<file path="config.mk">
export PLATFORM = sky130hd
export DESIGN_NAME = foar_core
export DESIGN_NICKNAME = d
export VERILOG_FILES = /design/src/foar_acc_mem.v /design/src/foar_core.v
export VERILOG_INCLUDE_DIRS = /design/src
export SDC_FILE = /design/constraint.sdc
export NUM_CORES = 1
export LEC_CHECK = 0
export ABC_CLOCK_PERIOD_IN_PS = 1500
export BUFFER_PORTS_ARGS = -buffer_cell sky130_fd_sc_hd__buf_2
export CORE_UTILIZATION = 62
export CTS_BUF_LIST = sky130_fd_sc_hd__clkbuf_4 sky130_fd_sc_hd__clkbuf_8
export DETAILED_ROUTE_END_ITERATION = 10
export HOLD_SLACK_MARGIN = 0.06
export PLACE_DENSITY = 0.83
export SLEW_MARGIN = 20
export SYNTH_ARGS = -nofsm -noshare
export SYNTH_HDL_FRONTEND = slang
export SYNTH_SLANG_ARGS = --single-unit
</file>
<file path="constraint.sdc">
create_clock -name clock -period 1.5 [get_ports clock]
set_clock_uncertainty 0.1 [all_clocks]
set_input_delay 0.15 -clock clock [delete_from_list [all_inputs] [get_ports clock]]
set_output_delay 0.15 -clock clock [all_outputs]
set_load 0.03 [all_outputs]
</file>
<file path="src/foar_map.vh">
`ifndef FOAR_MAP_VH
`define FOAR_MAP_VH
// ************************************************************
// Instruction fields
// ************************************************************
`define FOAR_MAJOR_FLOAT 4'hf
`define FOAR_MODE_ACC 3'h0
`define FOAR_MODE_DEF 3'h1
`define FOAR_MODE_AINC 3'h2
`define FOAR_MODE_AINC_DEF 3'h3
`define FOAR_MODE_ADEC 3'h4
`define FOAR_MODE_ADEC_DEF 3'h5
`define FOAR_MODE_IDX 3'h6
`define FOAR_MODE_IDX_DEF 3'h7
`define FOAR_REG_PC 3'h7
`define FOAR_ACC_LAST_ALL 3'h5
// ************************************************************
// Address steps in bytes, transfer sizes in 16-bit words
// ************************************************************
`define FOAR_STEP_SINGLE 16'h0004
`define FOAR_STEP_DOUBLE 16'h0008
`define FOAR_STEP_WORD 16'h0002
`define FOAR_WORDS_IMM 3'h1
`define FOAR_WORDS_SINGLE 3'h2
`define FOAR_WORDS_DOUBLE 3'h4
`define FOAR_WORDS_INT16 3'h1
`define FOAR_WORDS_INT32 3'h2
// ************************************************************
// Fraction path
// ************************************************************
`define FOAR_FRAC_W 60
`define FOAR_LSB_SINGLE 60'h000000800000000
`define FOAR_LSB_DOUBLE 60'h000000000000008
`define FOAR_KEEP_SINGLE 60'hffffff800000000
`define FOAR_KEEP_DOUBLE 60'hffffffffffffff8
`define FOAR_RND_SINGLE 6'd34
`define FOAR_RND_DOUBLE 6'd2
`define FOAR_EXP_MAX 12'sh0ff
// ************************************************************
// Exception codes
// ************************************************************
`define FOAR_EC_NONE 4'h0
`define FOAR_EC_DIV0 4'h4
`define FOAR_EC_OVF 4'h8
`define FOAR_EC_UNF 4'ha
`define FOAR_EC_UNDEF 4'hc
`define FOAR_EC_BADACC 4'h2
`endif

</file>
<file path="src/foar_acc_mem.v">
`timescale 1ns/1ps
`default_nettype none
module foar_acc_mem #(
  parameter DEPTH = 6,
  parameter WIDTH = 64,
  parameter AW = 3
) (
  // Clock and reset
  input wire clock,
  input wire rst_b,
  // Write port
  input wire wr_en,
  input wire [AW-1:0] wr_addr,
  input wire [WIDTH-1:0] wr_data,
  // Read port
  input wire rd_en,
  input wire [AW-1:0] rd_addr,
  output reg [WIDTH-1:0] rd_data_q
);
  reg [WIDTH-1:0] mem [0:DEPTH-1];

  always @(posedge clock) begin
    if (wr_en && wr_addr < DEPTH) begin
      mem[wr_addr] <= wr_data;
    end
  end

  // Out of range reads return zero rather than stale data
  always @(posedge clock or negedge rst_b) begin
    if (!rst_b) begin
      rd_data_q <= {WIDTH{1'b0}};
    end else if (rd_en) begin
      if (rd_addr < DEPTH) begin
        rd_data_q <= mem[rd_addr];
      end else begin
        rd_data_q <= {WIDTH{1'b0}};
      end
    end
  end
endmodule // foar_acc_mem
`default_nettype wire

</file>
<file path="src/foar_core.v">
`timescale 1ns/1ps
`default_nettype none
`include "foar_map.vh"
module foar_core #(
  parameter NUM_ACC = 6
) (
  // Clock and reset
  input wire clock,
  input wire rst_b,
  // Mode bits
  input wire double_precision_select,
  input wire long_integer_select,
  input wire chop_select,
  input wire overflow_trap_enable,
  input wire underflow_trap_enable,
  input wire undefined_variable_trap_enable,
  input wire late_model_select,
  // Instruction and general register
  input wire instr_valid,
  input wire [15:0] instr,
  input wire [15:0] gr_value,
  input wire [15:0] index_word,
  input wire is_int_conv,
  // Addressing results
  output reg addr_valid_q,
  output reg float_instr_q,
  output reg [3:0] float_opcode_field_q,
  output reg [1:0] accumulator_select_q,
  output reg [2:0] mode_q,
  output reg [2:0] gr_sel_q,
  output reg use_acc_operand_q,
  output reg [2:0] acc_operand_q,
  output reg deferred_q,
  output reg [15:0] eff_addr_q,
  output reg gr_wr_q,
  output reg [15:0] gr_wr_data_q,
  output reg [2:0] xfer_words_q,
  output reg bad_acc_q,
  output wire [63:0] acc_rd_data_q,
  // Raw arithmetic result
  input wire res_valid,
  input wire [2:0] res_acc,
  input wire res_sign,
  input wire signed [11:0] res_exp,
  input wire [59:0] res_frac,
  input wire op_div,
  input wire divisor_zero,
  input wire operand_from_mem,
  input wire operand_neg_zero,
  // Shaped result
  output reg out_valid_q,
  output reg out_sign_q,
  output reg [7:0] out_exp_q,
  output reg [54:0] out_frac_q,
  output reg out_write_q,
  output reg trap_q,
  output reg [3:0] exception_code_reg_q,
  output reg overflow_flag_q,
  output reg underflow_q,
  output reg zero_flag_q,
  output reg neg_flag_q
);
  // ************************************************************
  // Helpers
  // ************************************************************
  // Shift that brings the leading one to bit 58
  function [5:0] foar_lead;
    input [58:0] f;
    integer i;
    reg [31:0] t;
    begin
      foar_lead = 6'd0;
      t = 32'd0;
      for (i = 0; i < 59; i = i + 1) begin
        if (f[i]) begin
          t = 58 - i;
          foar_lead = t[5:0];
        end
      end
    end
  endfunction

  // ************************************************************
  // Addressing decode
  // ************************************************************
  wire is_float = (instr[15:12] == `FOAR_MAJOR_FLOAT);
  wire [3:0] f_opc = instr[11:8];
  wire [1:0] f_acc = instr[7:6];
  wire [2:0] f_mode = instr[5:3];
  wire [2:0] f_reg = instr[2:0];
  wire imm = (f_mode == `FOAR_MODE_AINC) && (f_reg == `FOAR_REG_PC);

  reg [15:0] step;
  reg [15:0] ea_d;
  reg [15:0] grw_d;
  reg grw_en_d;
  reg defer_d;
  reg [2:0] words_d;
  reg bad_d;

  always @* begin
    // Integer conversions size by the long bit, floats by precision
    if (is_int_conv) begin
      words_d = long_integer_select ? `FOAR_WORDS_INT32 :
                `FOAR_WORDS_INT16;
    end else begin
      words_d = double_precision_select ? `FOAR_WORDS_DOUBLE :
                `FOAR_WORDS_SINGLE;
    end
    step = double_precision_select ? `FOAR_STEP_DOUBLE :
           `FOAR_STEP_SINGLE;
    if (is_int_conv) begin
      step = {13'h0000, words_d} << 1;
    end
    ea_d = gr_value;
    grw_d = gr_value;
    grw_en_d = 1'b0;
    defer_d = 1'b0;
    bad_d = 1'b0;
    case (f_mode)
      `FOAR_MODE_ACC: begin
        ea_d = 16'h0000;
        words_d = 3'h0;
        bad_d = (f_reg > `FOAR_ACC_LAST_ALL);
      end
      `FOAR_MODE_DEF: begin
        ea_d = gr_value;
      end
      `FOAR_MODE_AINC: begin
        ea_d = gr_value;
        grw_en_d = 1'b1;
        if (imm) begin
          grw_d = gr_value + `FOAR_STEP_WORD;
          words_d = `FOAR_WORDS_IMM;
        end else begin
          grw_d = gr_value + step;
        end
      end
      `FOAR_MODE_AINC_DEF: begin
        ea_d = gr_value;
        defer_d = 1'b1;
        grw_en_d = 1'b1;
        grw_d = gr_value + `FOAR_STEP_WORD;
      end
      `FOAR_MODE_ADEC: begin
        grw_d = gr_value - step;
        ea_d = gr_value - step;
        grw_en_d = 1'b1;
      end
      `FOAR_MODE_ADEC_DEF: begin
        grw_d = gr_value - `FOAR_STEP_WORD;
        ea_d = gr_value - `FOAR_STEP_WORD;
        defer_d = 1'b1;
        grw_en_d = 1'b1;
      end
      `FOAR_MODE_IDX: begin
        ea_d = gr_value + index_word;
      end
      `FOAR_MODE_IDX_DEF: begin
        ea_d = gr_value + index_word;
        defer_d = 1'b1;
      end
      default: begin
        ea_d = gr_value;
      end
    endcase
  end

  wire take = instr_valid && is_float;
  wire acc_rd = take && (f_mode == `FOAR_MODE_ACC) && !bad_d;

  always @(posedge clock or negedge rst_b) begin
    if (!rst_b) begin
      addr_valid_q <= 1'b0;
      float_instr_q <= 1'b0;
      float_opcode_field_q <= 4'h0;
      accumulator_select_q <= 2'h0;
      mode_q <= 3'h0;
      gr_sel_q <= 3'h0;
      use_acc_operand_q <= 1'b0;
      acc_operand_q <= 3'h0;
      deferred_q <= 1'b0;
      eff_addr_q <= 16'h0000;
      gr_wr_q <= 1'b0;
      gr_wr_data_q <= 16'h0000;
      xfer_words_q <= 3'h0;
      bad_acc_q <= 1'b0;
    end else begin
      addr_valid_q <= take;
      float_instr_q <= instr_valid && is_float;
      gr_wr_q <= take && grw_en_d && !bad_d;
      bad_acc_q <= take && bad_d;
      if (take) begin
        float_opcode_field_q <= f_opc;
        accumulator_select_q <= f_acc;
        mode_q <= f_mode;
        gr_sel_q <= f_reg;
        use_acc_operand_q <= (f_mode == `FOAR_MODE_ACC);
        acc_operand_q <= f_reg;
        deferred_q <= defer_d;
        eff_addr_q <= ea_d;
        gr_wr_data_q <= grw_d;
        xfer_words_q <= words_d;
      end
    end
  end

  // ************************************************************
  // Result shaping
  // ************************************************************
  reg [59:0] norm;
  reg [59:0] sum;
  reg signed [11:0] exp_n;
  reg [5:0] sh;
  reg rbit;
  reg is_zero;
  reg ovf;
  reg unf;
  reg trap_d;
  reg [3:0] ec_d;
  reg wr_d;
  reg [7:0] exp_o;
  reg [54:0] frac_o;
  reg sign_o;
  reg zero_o;

  always @* begin
    norm = res_frac;
    exp_n = res_exp;
    sh = 6'd0;
    sum = 60'h000000000000000;
    rbit = 1'b0;
    ovf = 1'b0;
    unf = 1'b0;
    trap_d = 1'b0;
    ec_d = `FOAR_EC_NONE;
    wr_d = 1'b1;
    sign_o = res_sign;
    exp_o = 8'h00;
    frac_o = 55'h00000000000000;
    zero_o = 1'b0;
    is_zero = (res_frac == 60'h000000000000000);
    // Top bit catches the add carry; shift it back in
    if (res_frac[`FOAR_FRAC_W-1]) begin
      norm = res_frac >> 1;
      exp_n = res_exp + 12'sd1;
    end else if (!is_zero) begin
      sh = foar_lead(res_frac[58:0]);
      norm = res_frac << sh;
      exp_n = res_exp - $signed({6'd0, sh});
    end
    if (double_precision_select) begin
      rbit = norm[`FOAR_RND_DOUBLE];
      sum = norm & `FOAR_KEEP_DOUBLE;
      if (rbit && !chop_select) begin
        sum = sum + `FOAR_LSB_DOUBLE;
      end
    end else begin
      rbit = norm[`FOAR_RND_SINGLE];
      sum = norm & `FOAR_KEEP_SINGLE;
      if (rbit && !chop_select) begin
        sum = sum + `FOAR_LSB_SINGLE;
      end
    end
    // Rounding from all ones renormalizes; bounds hold exactly
    if (sum[59]) begin
      sum = sum >> 1;
      exp_n = exp_n + 12'sd1;
    end
    ovf = !is_zero && (exp_n > `FOAR_EXP_MAX);
    unf = !is_zero && (exp_n < 12'sd1);
    // Low eight bits give 400 octal off in either direction
    exp_o = exp_n[7:0];
    frac_o = sum[57:3];
    if (operand_neg_zero && operand_from_mem &&
        undefined_variable_trap_enable) begin
      trap_d = 1'b1;
      ec_d = `FOAR_EC_UNDEF;
      wr_d = 1'b0;
    end else if (op_div && divisor_zero) begin
      trap_d = 1'b1;
      ec_d = `FOAR_EC_DIV0;
      wr_d = 1'b0;
    end else if (is_zero) begin
      sign_o = 1'b0;
      exp_o = 8'h00;
      frac_o = 55'h00000000000000;
      zero_o = 1'b1;
    end else if (ovf) begin
      if (overflow_trap_enable) begin
        trap_d = 1'b1;
        ec_d = `FOAR_EC_OVF;
      end else if (late_model_select) begin
        sign_o = 1'b0;
        exp_o = 8'h00;
        frac_o = 55'h00000000000000;
        zero_o = 1'b1;
      end
    end else if (unf) begin
      if (underflow_trap_enable) begin
        trap_d = 1'b1;
        ec_d = `FOAR_EC_UNF;
      end else begin
        sign_o = 1'b0;
        exp_o = 8'h00;
        frac_o = 55'h00000000000000;
        zero_o = 1'b1;
      end
    end
    if (!double_precision_select) begin
      frac_o[31:0] = 32'h00000000;
    end
  end

  always @(posedge clock or negedge rst_b) begin
    if (!rst_b) begin
      out_valid_q <= 1'b0;
      out_sign_q <= 1'b0;
      out_exp_q <= 8'h00;
      out_frac_q <= 55'h00000000000000;
      out_write_q <= 1'b0;
      trap_q <= 1'b0;
      exception_code_reg_q <= `FOAR_EC_NONE;
      overflow_flag_q <= 1'b0;
      underflow_q <= 1'b0;
      zero_flag_q <= 1'b0;
      neg_flag_q <= 1'b0;
    end else begin
      out_valid_q <= res_valid;
      out_write_q <= res_valid && wr_d;
      trap_q <= res_valid && trap_d;
      if (take && bad_d) begin
        exception_code_reg_q <= `FOAR_EC_BADACC;
      end else if (res_valid && trap_d) begin
        exception_code_reg_q <= ec_d;
      end
      if (res_valid) begin
        out_sign_q <= sign_o;
        out_exp_q <= exp_o;
        out_frac_q <= frac_o;
        overflow_flag_q <= ovf && wr_d;
        underflow_q <= unf && wr_d;
        zero_flag_q <= zero_o;
        neg_flag_q <= sign_o && !zero_o;
      end
    end
  end

  // ************************************************************
  // Accumulator file
  // ************************************************************
  foar_acc_mem #(
    .DEPTH(NUM_ACC),
    .WIDTH(64),
    .AW(3)
  ) u_acc (
    .clock(clock),
    .rst_b(rst_b),
    .wr_en(res_valid && wr_d),
    .wr_addr(res_acc),
    .wr_data({sign_o, exp_o, frac_o}),
    .rd_en(acc_rd),
    .rd_addr(f_reg),
    .rd_data_q(acc_rd_data_q)
  );
endmodule // foar_core
`default_nettype wire

</file>
==> results of run 1 <==
[what timing repair did]
item / CTS
setup buffers: 69
endpoints found under the setup margin: 711
hold buffers: 72
cloned: 8
endpoints found under the hold margin: 354
pin swaps: 59
gates resized for setup: 251
[synth_stat cells, drive strengths merged (36+ instances only)]
| cell type | count | share of area |
|---|---|---|
| a21oi | 150 | 0.023 |
| mux2i | 105 | 0.031 |
| nor3 | 128 | 0.020 |
| a31oi | 47 | 0.0086 |
| o21ai | 301 | 0.044 |
| dfrtp | 190 | 0.14 |
| mux4 | 64 | 0.042 |
| buf | 131 | 0.024 |
| nand2 | 462 | 0.051 |
| edfxtp | 384 | 0.34 |
| clkbuf | 138 | 0.015 |
| a211oi | 36 | 0.0084 |
| xnor2 | 65 | 0.017 |
| o211ai | 36 | 0.0086 |
| nor2 | 214 | 0.024 |
| and3 | 45 | 0.0082 |
| o31ai | 37 | 0.0081 |
| inv | 75 | 0.0083 |
| nand3 | 110 | 0.016 |
[stage by stage]
step | hold WS (ns) | area, sq um | setup slack (ns) | utilization | instances
after floorplan | -0.246 | 35200 | -4.50 | - | 3408
after global placement | 0.0600 | 45000 | -4.95 | 0.830 | 5217
after detailed placement | 0.0796 | 45000 | -5.36 | 0.830 | 5217
after CTS | -0.222 | 49700 | -4.20 | 0.916 | 5530
[per-layer routing]
layer  global-route usage  overflow
met1                0.846       103
met2                 1.05      1173
met3                0.708       122
met4                0.896       523
met5                0.491        17
[kinds of logic after synthesis]
group                      count (synthesis)  share of synthesized area
and+or+nand+nor                         1196                      0.167
AOI/OAI and AO/OA                        976                      0.195
DFF                                      574                      0.474
buffers and inverters                    350                     0.0489
muxes                                    178                     0.0756
xor gates and xnor gates                  95                     0.0242
adders and majority gates                 38                     0.0147
other                                      1                   0.000109
==> impl_results.md, run 1 <==
* First Error: [ERROR GRT-0116] Global routing finished with congestion. Check the congestion regions in the DRC Viewer.
* PortBufs at 333
* Status: stopped before the end
* Post-synthesis sequential area ratio at 0.474
* Total clock sinks at 574
* CTS H-tree depth at 3
* Pin count of the biggest net entering global routing at 88
* Number of global-route vias before repair at between 50000 and 60000
* Avg Cell Area, Syn at 10.1 sq um
* Initial core utilization at 0.633
* # IOs at between 300 and 400
* Total track usage at 0.872
* Synth warn at 0
* Die width at roughly 240 um
* Yosys reg bits at around 570
* CTS buffer count at 90
* First-pass GRT wire length at 362000 um
* RePlAce Congestion at 1.34
* Mapped Nets at between 3000 and 4000
* Root buffer cell: clkbuf_8
* Stopped at: global routing (5_1_grt)
* Overflow after GRT at 1938
* Number of synthesized flops with an enable pin at roughly 380
* Post-synth cell types at ~120
* Cell Area, Synth at 34300 sq um
* Die Y at approximately 240 um
* CTS max path bufs at 3
* Async SR Flop Fraction at 0.331
* FP Rows at 85
* Syn Inst Count at ~3400
* Main synth FF type: edfxtp_1
* Detailed Place HPWL at 110000 um
==> run 2, diff against run 1 <==
--- a/config.mk
+++ b/config.mk
@@ -8,11 +8,9 @@
 export LEC_CHECK = 0
 export ABC_CLOCK_PERIOD_IN_PS = 1500
 export BUFFER_PORTS_ARGS = -buffer_cell sky130_fd_sc_hd__buf_2
-export CORE_UTILIZATION = 62
-export CTS_BUF_LIST = sky130_fd_sc_hd__clkbuf_4 sky130_fd_sc_hd__clkbuf_8
+export CORE_UTILIZATION = 40
 export DETAILED_ROUTE_END_ITERATION = 10
-export HOLD_SLACK_MARGIN = 0.06
-export PLACE_DENSITY = 0.83
+export PLACE_DENSITY_LB_ADDON = 0.15
 export SLEW_MARGIN = 20
 export SYNTH_ARGS = -nofsm -noshare
 export SYNTH_HDL_FRONTEND = slang
==> run 2 against run 1 <==
The flow now finishes, with violations (negative setup slack). Synthesized cell count stayed put. Area after synthesis is the same.
==> impl_results.md, run 2 <==
* R2R cell count at 4
* Layout area overhead at 49.7%
* Combinational Power Share at 0.290
* Crit path arrival time at 6.38 ns
* Die width at 295 um
* Switching share of power at 0.313
* Root buffer cell: clkbuf_16
* Detailed Place HPWL at 120000 um
* RePlAce Congestion at 1.05
* Mapped Nets at between 3000 and 4000
* Most frequent cells in the layout: buf_4 (1090), nand2_1 (453), edfxtp_1 (384)
* FP Rows at 107
* Slowest-stage cell, CP: or4_4
* First DRT Iteration DRCs at between 2000 and 3000
* Post-layout worst setup margin at -4.46 ns
* DR WL/cell at ~26 um
* Hold path cells at 5
* Psw at 15.1 mW
* Fill count at 7260
* Number of global-route vias before repair at 33900
* Final net count at just under 5000
* PortBufs at approximately 330
* CP startpoint kind: input pin
* Clock power frac at 0.324
* Yosys reg bits at 574
* Most frequent CP cell: buf_4
* Total track usage at 0.347
* Post-synthesis adder-cell area fraction at 0.0147
* Final Hold Slack at 0.0298 ns
* Power Density at 938 nW/um^2
* Syn Inst Count at 3408
* Storage cell area at 16300 sq um
* Reg with most FFs: u_acc.mem
* Relative slew slack at 0.351
* Placed Area at between 40000 and 50000 sq um
* Crit path capture type: register
* First-pass GRT wire length at 222000 um
* Leading area contributor after synthesis: edfxtp_1
* Data required, critical path at 1.92 ns
* Die area at ~87000 sq um
* Area contributors post-synth: edfxtp_1 (34%), dfrtp_1 (14%), nand2_1 (5.0%), o21ai_0 (4.2%), mux4_2 (4.2%)
* Vias per inst at 5.84
* Synth top area share at 0.336
* Main synth FF type: edfxtp_1
* Regs by FF count: u_acc.mem (384), u_acc.rd_data_q (64), out_frac_q (55)
* Post-route setup TNS at -2112.86 ns
* Initial antenna violation count at 7
* Max rail drop VDD at roughly 1.0 mV
* Die Y at 295 um
* Max_cap viols at 0
* Xor/xnor share of the synthesized area at 0.0242
* Max reg flops at 384
* Hold/Removal Path Class: in -> reg
* CP Max Fanout at 17
* Crit path time final at 5.96 ns
* Most frequent cells after synthesis: nand2_1 (461), edfxtp_1 (384), o21ai_0 (289), nor2_1 (212), dfrtp_1 (190)
* CP max stage delay at between 0.5 and 0.6 ns
* Post-synth cell types at 119
* Fmax at 168 MHz
* Compound-gate portion of the synthesized area at 0.195
* 1st-pass router iterations at 6
* DRC viols at 0
* Status: finished, violations left
* Synth warn at 0
* Number of synthesized flops with an enable pin at between 300 and 400
* Cell with the most instances after synthesis: nand2_1
* Cell Area, Synth at 34300 sq um
* Simple-gate share of the synthesized area at 0.167
* Clk slew on worst S/H paths at approximately 0.060 ns
* Max-slew violations at 0
* R2R Setup Slk at -0.08 ns
* CTS buffer count at 60
* CP Class: in -> reg
* Drt total wl at 156000 um
* Internal power at 33.1 mW
* CTS H-tree depth at 2
* Number of routed nets with antenna violations at 0
* CTS max path bufs at 3
* Worst flop-to-flop path startpoint: u_acc.mem[2][29]
* Pre-CTS setup slack at -5.68 ns
* Clk_lat worst skew at 0.63 ns
* Post-layout util at 0.603
* # IOs at around 340
* Sequential share of power at 0.386
* DR vias at 34900
* Avg Cell Area, Syn at 10.1 sq um
* Final Hold Violating Endpoints at 0
* RSZ-0062 raised after global routing: yes
* CTS tree: yes
* Total clock sinks at 574
* Leakage Power at around 21 nW
* Pin count of the biggest net entering global routing at 77
* Post-synthesis sequential area ratio at 0.474
* Crit path launch: res_frac[28]
* Async SR Flop Fraction at 0.331
* Core area at 85100 sq um
* Setup violators final at 903
* Initial core utilization at 0.403
* Mux share of post-synthesis cell area at 0.0756
* Worst-Margin Slew at 0.969 ns
* Setup crit end: out_frac_q[8]
* Final Cell Area at between 50000 and 60000 sq um
* Final Cycle Share at 3.97
* Commonest non-fill, non-tap cell in the layout: buf_4
* Reg2Reg Capture Point: u_acc.rd_data_q[29]
* Failing checks: negative setup slack
* Largest family of logic cells by synthesized area: compound AO/OA/AOI/OAI gates
* Overflow after GRT at 0
* Layout cells sized above 1 at 0.423
* Multi-input logic area at 18700 sq um
-- run 2: cell counts after synthesis --
Identical to the previous run, type by type.
-- run 2: cell type report --
cell class	count	share of cell area
Multi-Input combinational cell	2485	0.363
Tap cell	1144	0.0279
Inverter	79	0.00606
Timing Repair Buffer	1581	0.245
Clock buffer	85	0.0335
Antenna cell	3	0.000146
Sequential cell	574	0.317
Clock inverter	29	0.00787
-- run 2: power groups by stage --
stage | Combinational (mW) | Clock, mW | Sequential, mW
finish | 14.0 | 15.6 | 18.6
global route | 14.7 | 16.4 | 18.7
CTS | 13.0 | 15.8 | 18.6
detailed placement | 12.5 | 0 | 18.9
global placement | 12.5 | 0 | 18.9
floorplan | 4.92 | 0 | 20.1
-- run 2: stage by stage --
stage,std cells,power [mW]
global route,5978,49.8
finish,5980,48.2
global placement,5731,31.4
floorplan,3408,25.1
detailed placement,5731,31.5
CTS,5918,47.5
-- run 2: kinds of logic after synthesis --
family	after synthesis
flip-flops	574
multiplexers	178
adder cells (fa/ha/maj)	38
buffers and inverters	350
AO/OA/AOI/OAI	976
XOR/XNOR	95
AND/OR/NAND/NOR	1196
other	1
-- run 2: repair_timing --
item / in CTS / in global routing
gates cloned: 2 / 9
setup buffers: 32 / 55
hold buffers: 39 / 0
endpoints found under the setup margin: 556 / 978
endpoints found under the hold margin: 255 / 0
resized for setup: 132 / 197
pin swaps: 48 / 121
-- run 2: worst min-delay path by stage --
| stage | startpoint | to | slack [ns] |
|---|---|---|---|
| finish | index_word[13] | eff_addr_q[13] | 0.03 |
| global route | instr[14] | xfer_words_q[2] | 0.04 |
| floorplan | rst_b | acc_operand_q[0] | -0.25 |
| global placement | rst_b | eff_addr_q[11] | -0.02 |
| detailed placement | rst_b | eff_addr_q[11] | -0.02 |
| CTS | index_word[13] | eff_addr_q[13] | -0.001 |
-- run 2: per-layer routing --
layer | up-vias | global-route usage | part of all wire
li1 | 15800 | - | -
met1 | 17100 | 0.442 | 0.40
met2 | 1594 | 0.573 | 0.47
met3 | 447 | 0.0434 | 0.061
met4 | 0 | 0.190 | 0.064
met5 | - | 0 | 0
-- run 2: critical path: cells and delay by family --
kind / cells / cell delay (ns)
simple gates: 9 / 2.51
mux: 1 / 0.31
buf+inv: 7 / 1.16
compound gates: 8 / 2.21
(Power assumes the default switching activity.)
==> run 3, diff against run 2 <==
--- a/config.mk
+++ b/config.mk
@@ -11,6 +11,7 @@
 export CORE_UTILIZATION = 40
 export DETAILED_ROUTE_END_ITERATION = 10
 export PLACE_DENSITY_LB_ADDON = 0.15
+export REMOVE_ABC_BUFFERS = 1
 export SLEW_MARGIN = 20
 export SYNTH_ARGS = -nofsm -noshare
 export SYNTH_HDL_FRONTEND = slang
==> run 3 against run 2 <==
The run still ends with negative setup slack left. Setup slack better by 0.040 ns. Die area unchanged. Cell area decreased by 5.2%. Maximum frequency rose by 0.68%. Hold slack gained 0.0025 ns. Sequential share of layout area up 1.7 points. Cell count shrank 0.77%. Via count fell by 3.1%. Register-to-register slack worse by 0.07 ns. Largest power group unchanged.
==> impl_results.md, run 3 (same netlist as run 2, synthesis figures left out) <==
* DRC viols at 0
* Reg2Reg Capture Point: u_acc.rd_data_q[16]
* CTS buffer count at approximately 60
* CP Max Fanout at 21
* CP max stage delay at 0.58 ns
* Top delay family on crit path: simple AND/OR/NAND/NOR gates
* Clk_lat worst skew at 0.64 ns
* DR vias at roughly 34000
* Fill count at 7521
* PortBufs at 333
* # IOs at 335
* RePlAce Congestion at around 1.1
* Stages on worst setup path at 27
* Overflow after GRT at 0
* Die width at 295 um
* Initial core utilization at 0.403
* Worst Path Buf+Inv at 9
* CTS max path bufs at 3
* CP startpoint kind: input pin
* First DRT Iteration DRCs at 3045
* Fmax at 169 MHz
* Hold path cells at 4
* CP Class: in -> reg
* Most frequent CP cell: buf_4
* Max rail drop VDD at 0.933 mV
* Detailed Place HPWL at ~110000 um
* Root buffer cell: clkbuf_16
* Number of global-route vias before repair at 32700
* Pin count of the biggest net entering global routing at 131
* Layout area overhead at 41.9%
* Max reg flops at 384
* Max-slew violations at 0
* First-pass GRT wire length at 214000 um
* Post-layout worst setup margin at -4.42 ns
* Crit path time final at 5.92 ns
* Max_cap viols at 0
* Post-route setup TNS at -2164.08 ns
* Initial antenna violation count at 7
* 1st-pass router iterations at 8
* Total power at 46.4 mW
* Die Y at roughly 300 um
* Number of routed nets with antenna violations at 0
* Commonest non-fill, non-tap cell in the layout: buf_4
* Clk slew on worst S/H paths at 0.07 ns
* Die area at just under 90000 sq um
* Multi-input logic area at 17000 sq um
* Data required, critical path at 1.88 ns
* Core area at 85100 sq um
* Status: finished, violations left
* R2R Setup Slk at -0.15 ns
* Total clock sinks at 574
* Final Hold Violating Endpoints at 0
* Most frequent cells in the layout: buf_4 (1094), nand2_1 (459), edfxtp_1 (384)
* Relative slew slack at 0.355
* Worst-Margin Slew at a little under 1 ns
* Crit path arrival time at 6.29 ns
* WHS Endpoint: out_frac_q[0]
* Slowest-stage cell, CP: or4_1
* Total track usage at 0.330
* Drt total wl at around 150000 um
* Leakage Power at 20.2 nW
* CTS tree: yes
* Power Density at 952 nW/um^2
* Vias per inst at 5.70
* Storage cell area at 16300 sq um
* RSZ-0062 raised after global routing: yes
* Regs by FF count: u_acc.mem (384), u_acc.rd_data_q (64), out_frac_q (55)
* Hold Startpoint: double_precision_select
* Worst flop-to-flop path startpoint: u_acc.mem[0][16]
* Hold/Removal Path Class: in -> reg
* Reg with most FFs: u_acc.mem
* CTS H-tree depth at 2
* Layout cells sized above 1 at 0.385
* R2R cell count at 3
* Final net count at around 4900
* FP Rows at around 110
* DR WL/cell at 24.5 um
* Final Cycle Share at 3.94
* Failing checks: negative setup slack
* Crit path capture type: register
* Setup violators final at 946
[run 3: area by class of cell]
type | count | area share
Multi-Input combinational cell | 2484 | 0.350
Sequential cell | 574 | 0.334
Timing Repair Buffer | 1535 | 0.238
Clock buffer | 79 | 0.0346
Tap cell | 1144 | 0.0294
Clock inverter | 37 | 0.00732
Inverter | 79 | 0.00627
Antenna cell | 2 | 0.000103
[run 3: worst max path at each step]
| stage | endpoint | from | slack, ns |
|---|---|---|---|
| after detailed placement | u_acc.mem[4][27] | res_frac[51] | -5.83 |
| final | out_frac_q[21] | res_frac[35] | -4.42 |
| after global placement | u_acc.mem[4][12] | res_frac[51] | -5.82 |
| after floorplan | u_acc.mem[0][10] | res_frac[54] | -9.67 |
| after global routing | out_frac_q[21] | res_frac[35] | -4.67 |
| after CTS | out_frac_q[9] | res_frac[51] | -4.30 |
[run 3: per-stage QoR]
| step | util | setup WS, ns | cells | cell area [sq um] | hold WS, ns |
|---|---|---|---|---|---|
| after floorplan | - | -9.67 | 3137 | 32900 | -0.246 |
| after global placement | 0.535 | -5.82 | 5764 | 45500 | -0.0271 |
| after detailed placement | 0.535 | -5.83 | 5765 | 45500 | -0.0233 |
| after CTS | 0.571 | -4.30 | 5931 | 48600 | 0.00507 |
| after global routing | 0.572 | -4.67 | 5933 | 48700 | 0.0147 |
| final | 0.572 | -4.42 | 5934 | 48700 | 0.0323 |
[run 3: worst min-delay path, stage by stage]
cell,delay (ns)
buf_2,0.14
clkinv_1,0.07
buf_4,0.23
o41ai_2,0.11
[run 3: where the power goes]
| group | switching (mW) | internal [mW] | total (mW) |
|---|---|---|---|
| sequential | 0.487 | 18.1 | 18.6 |
| combinational | 7.53 | 5.18 | 12.7 |
| clock | 6.48 | 8.65 | 15.1 |
[run 3: metal layers]
layer  vias to the layer above  track usage  wire [um]
met1                     16500        0.450      62600
met3                       293       0.0471       9780
met5                         -            0         56
met2                      1348        0.534      67500
met4                         8        0.120       5660
li1                      15600            -          -
[run 3: what timing repair did]
action	CTS	global route
pin swaps	20	11
hold buffers	44	0
hold endpoints to repair	233	0
buffers inserted	6	1
endpoints found under the setup margin	553	1050
gates resized for setup	112	24
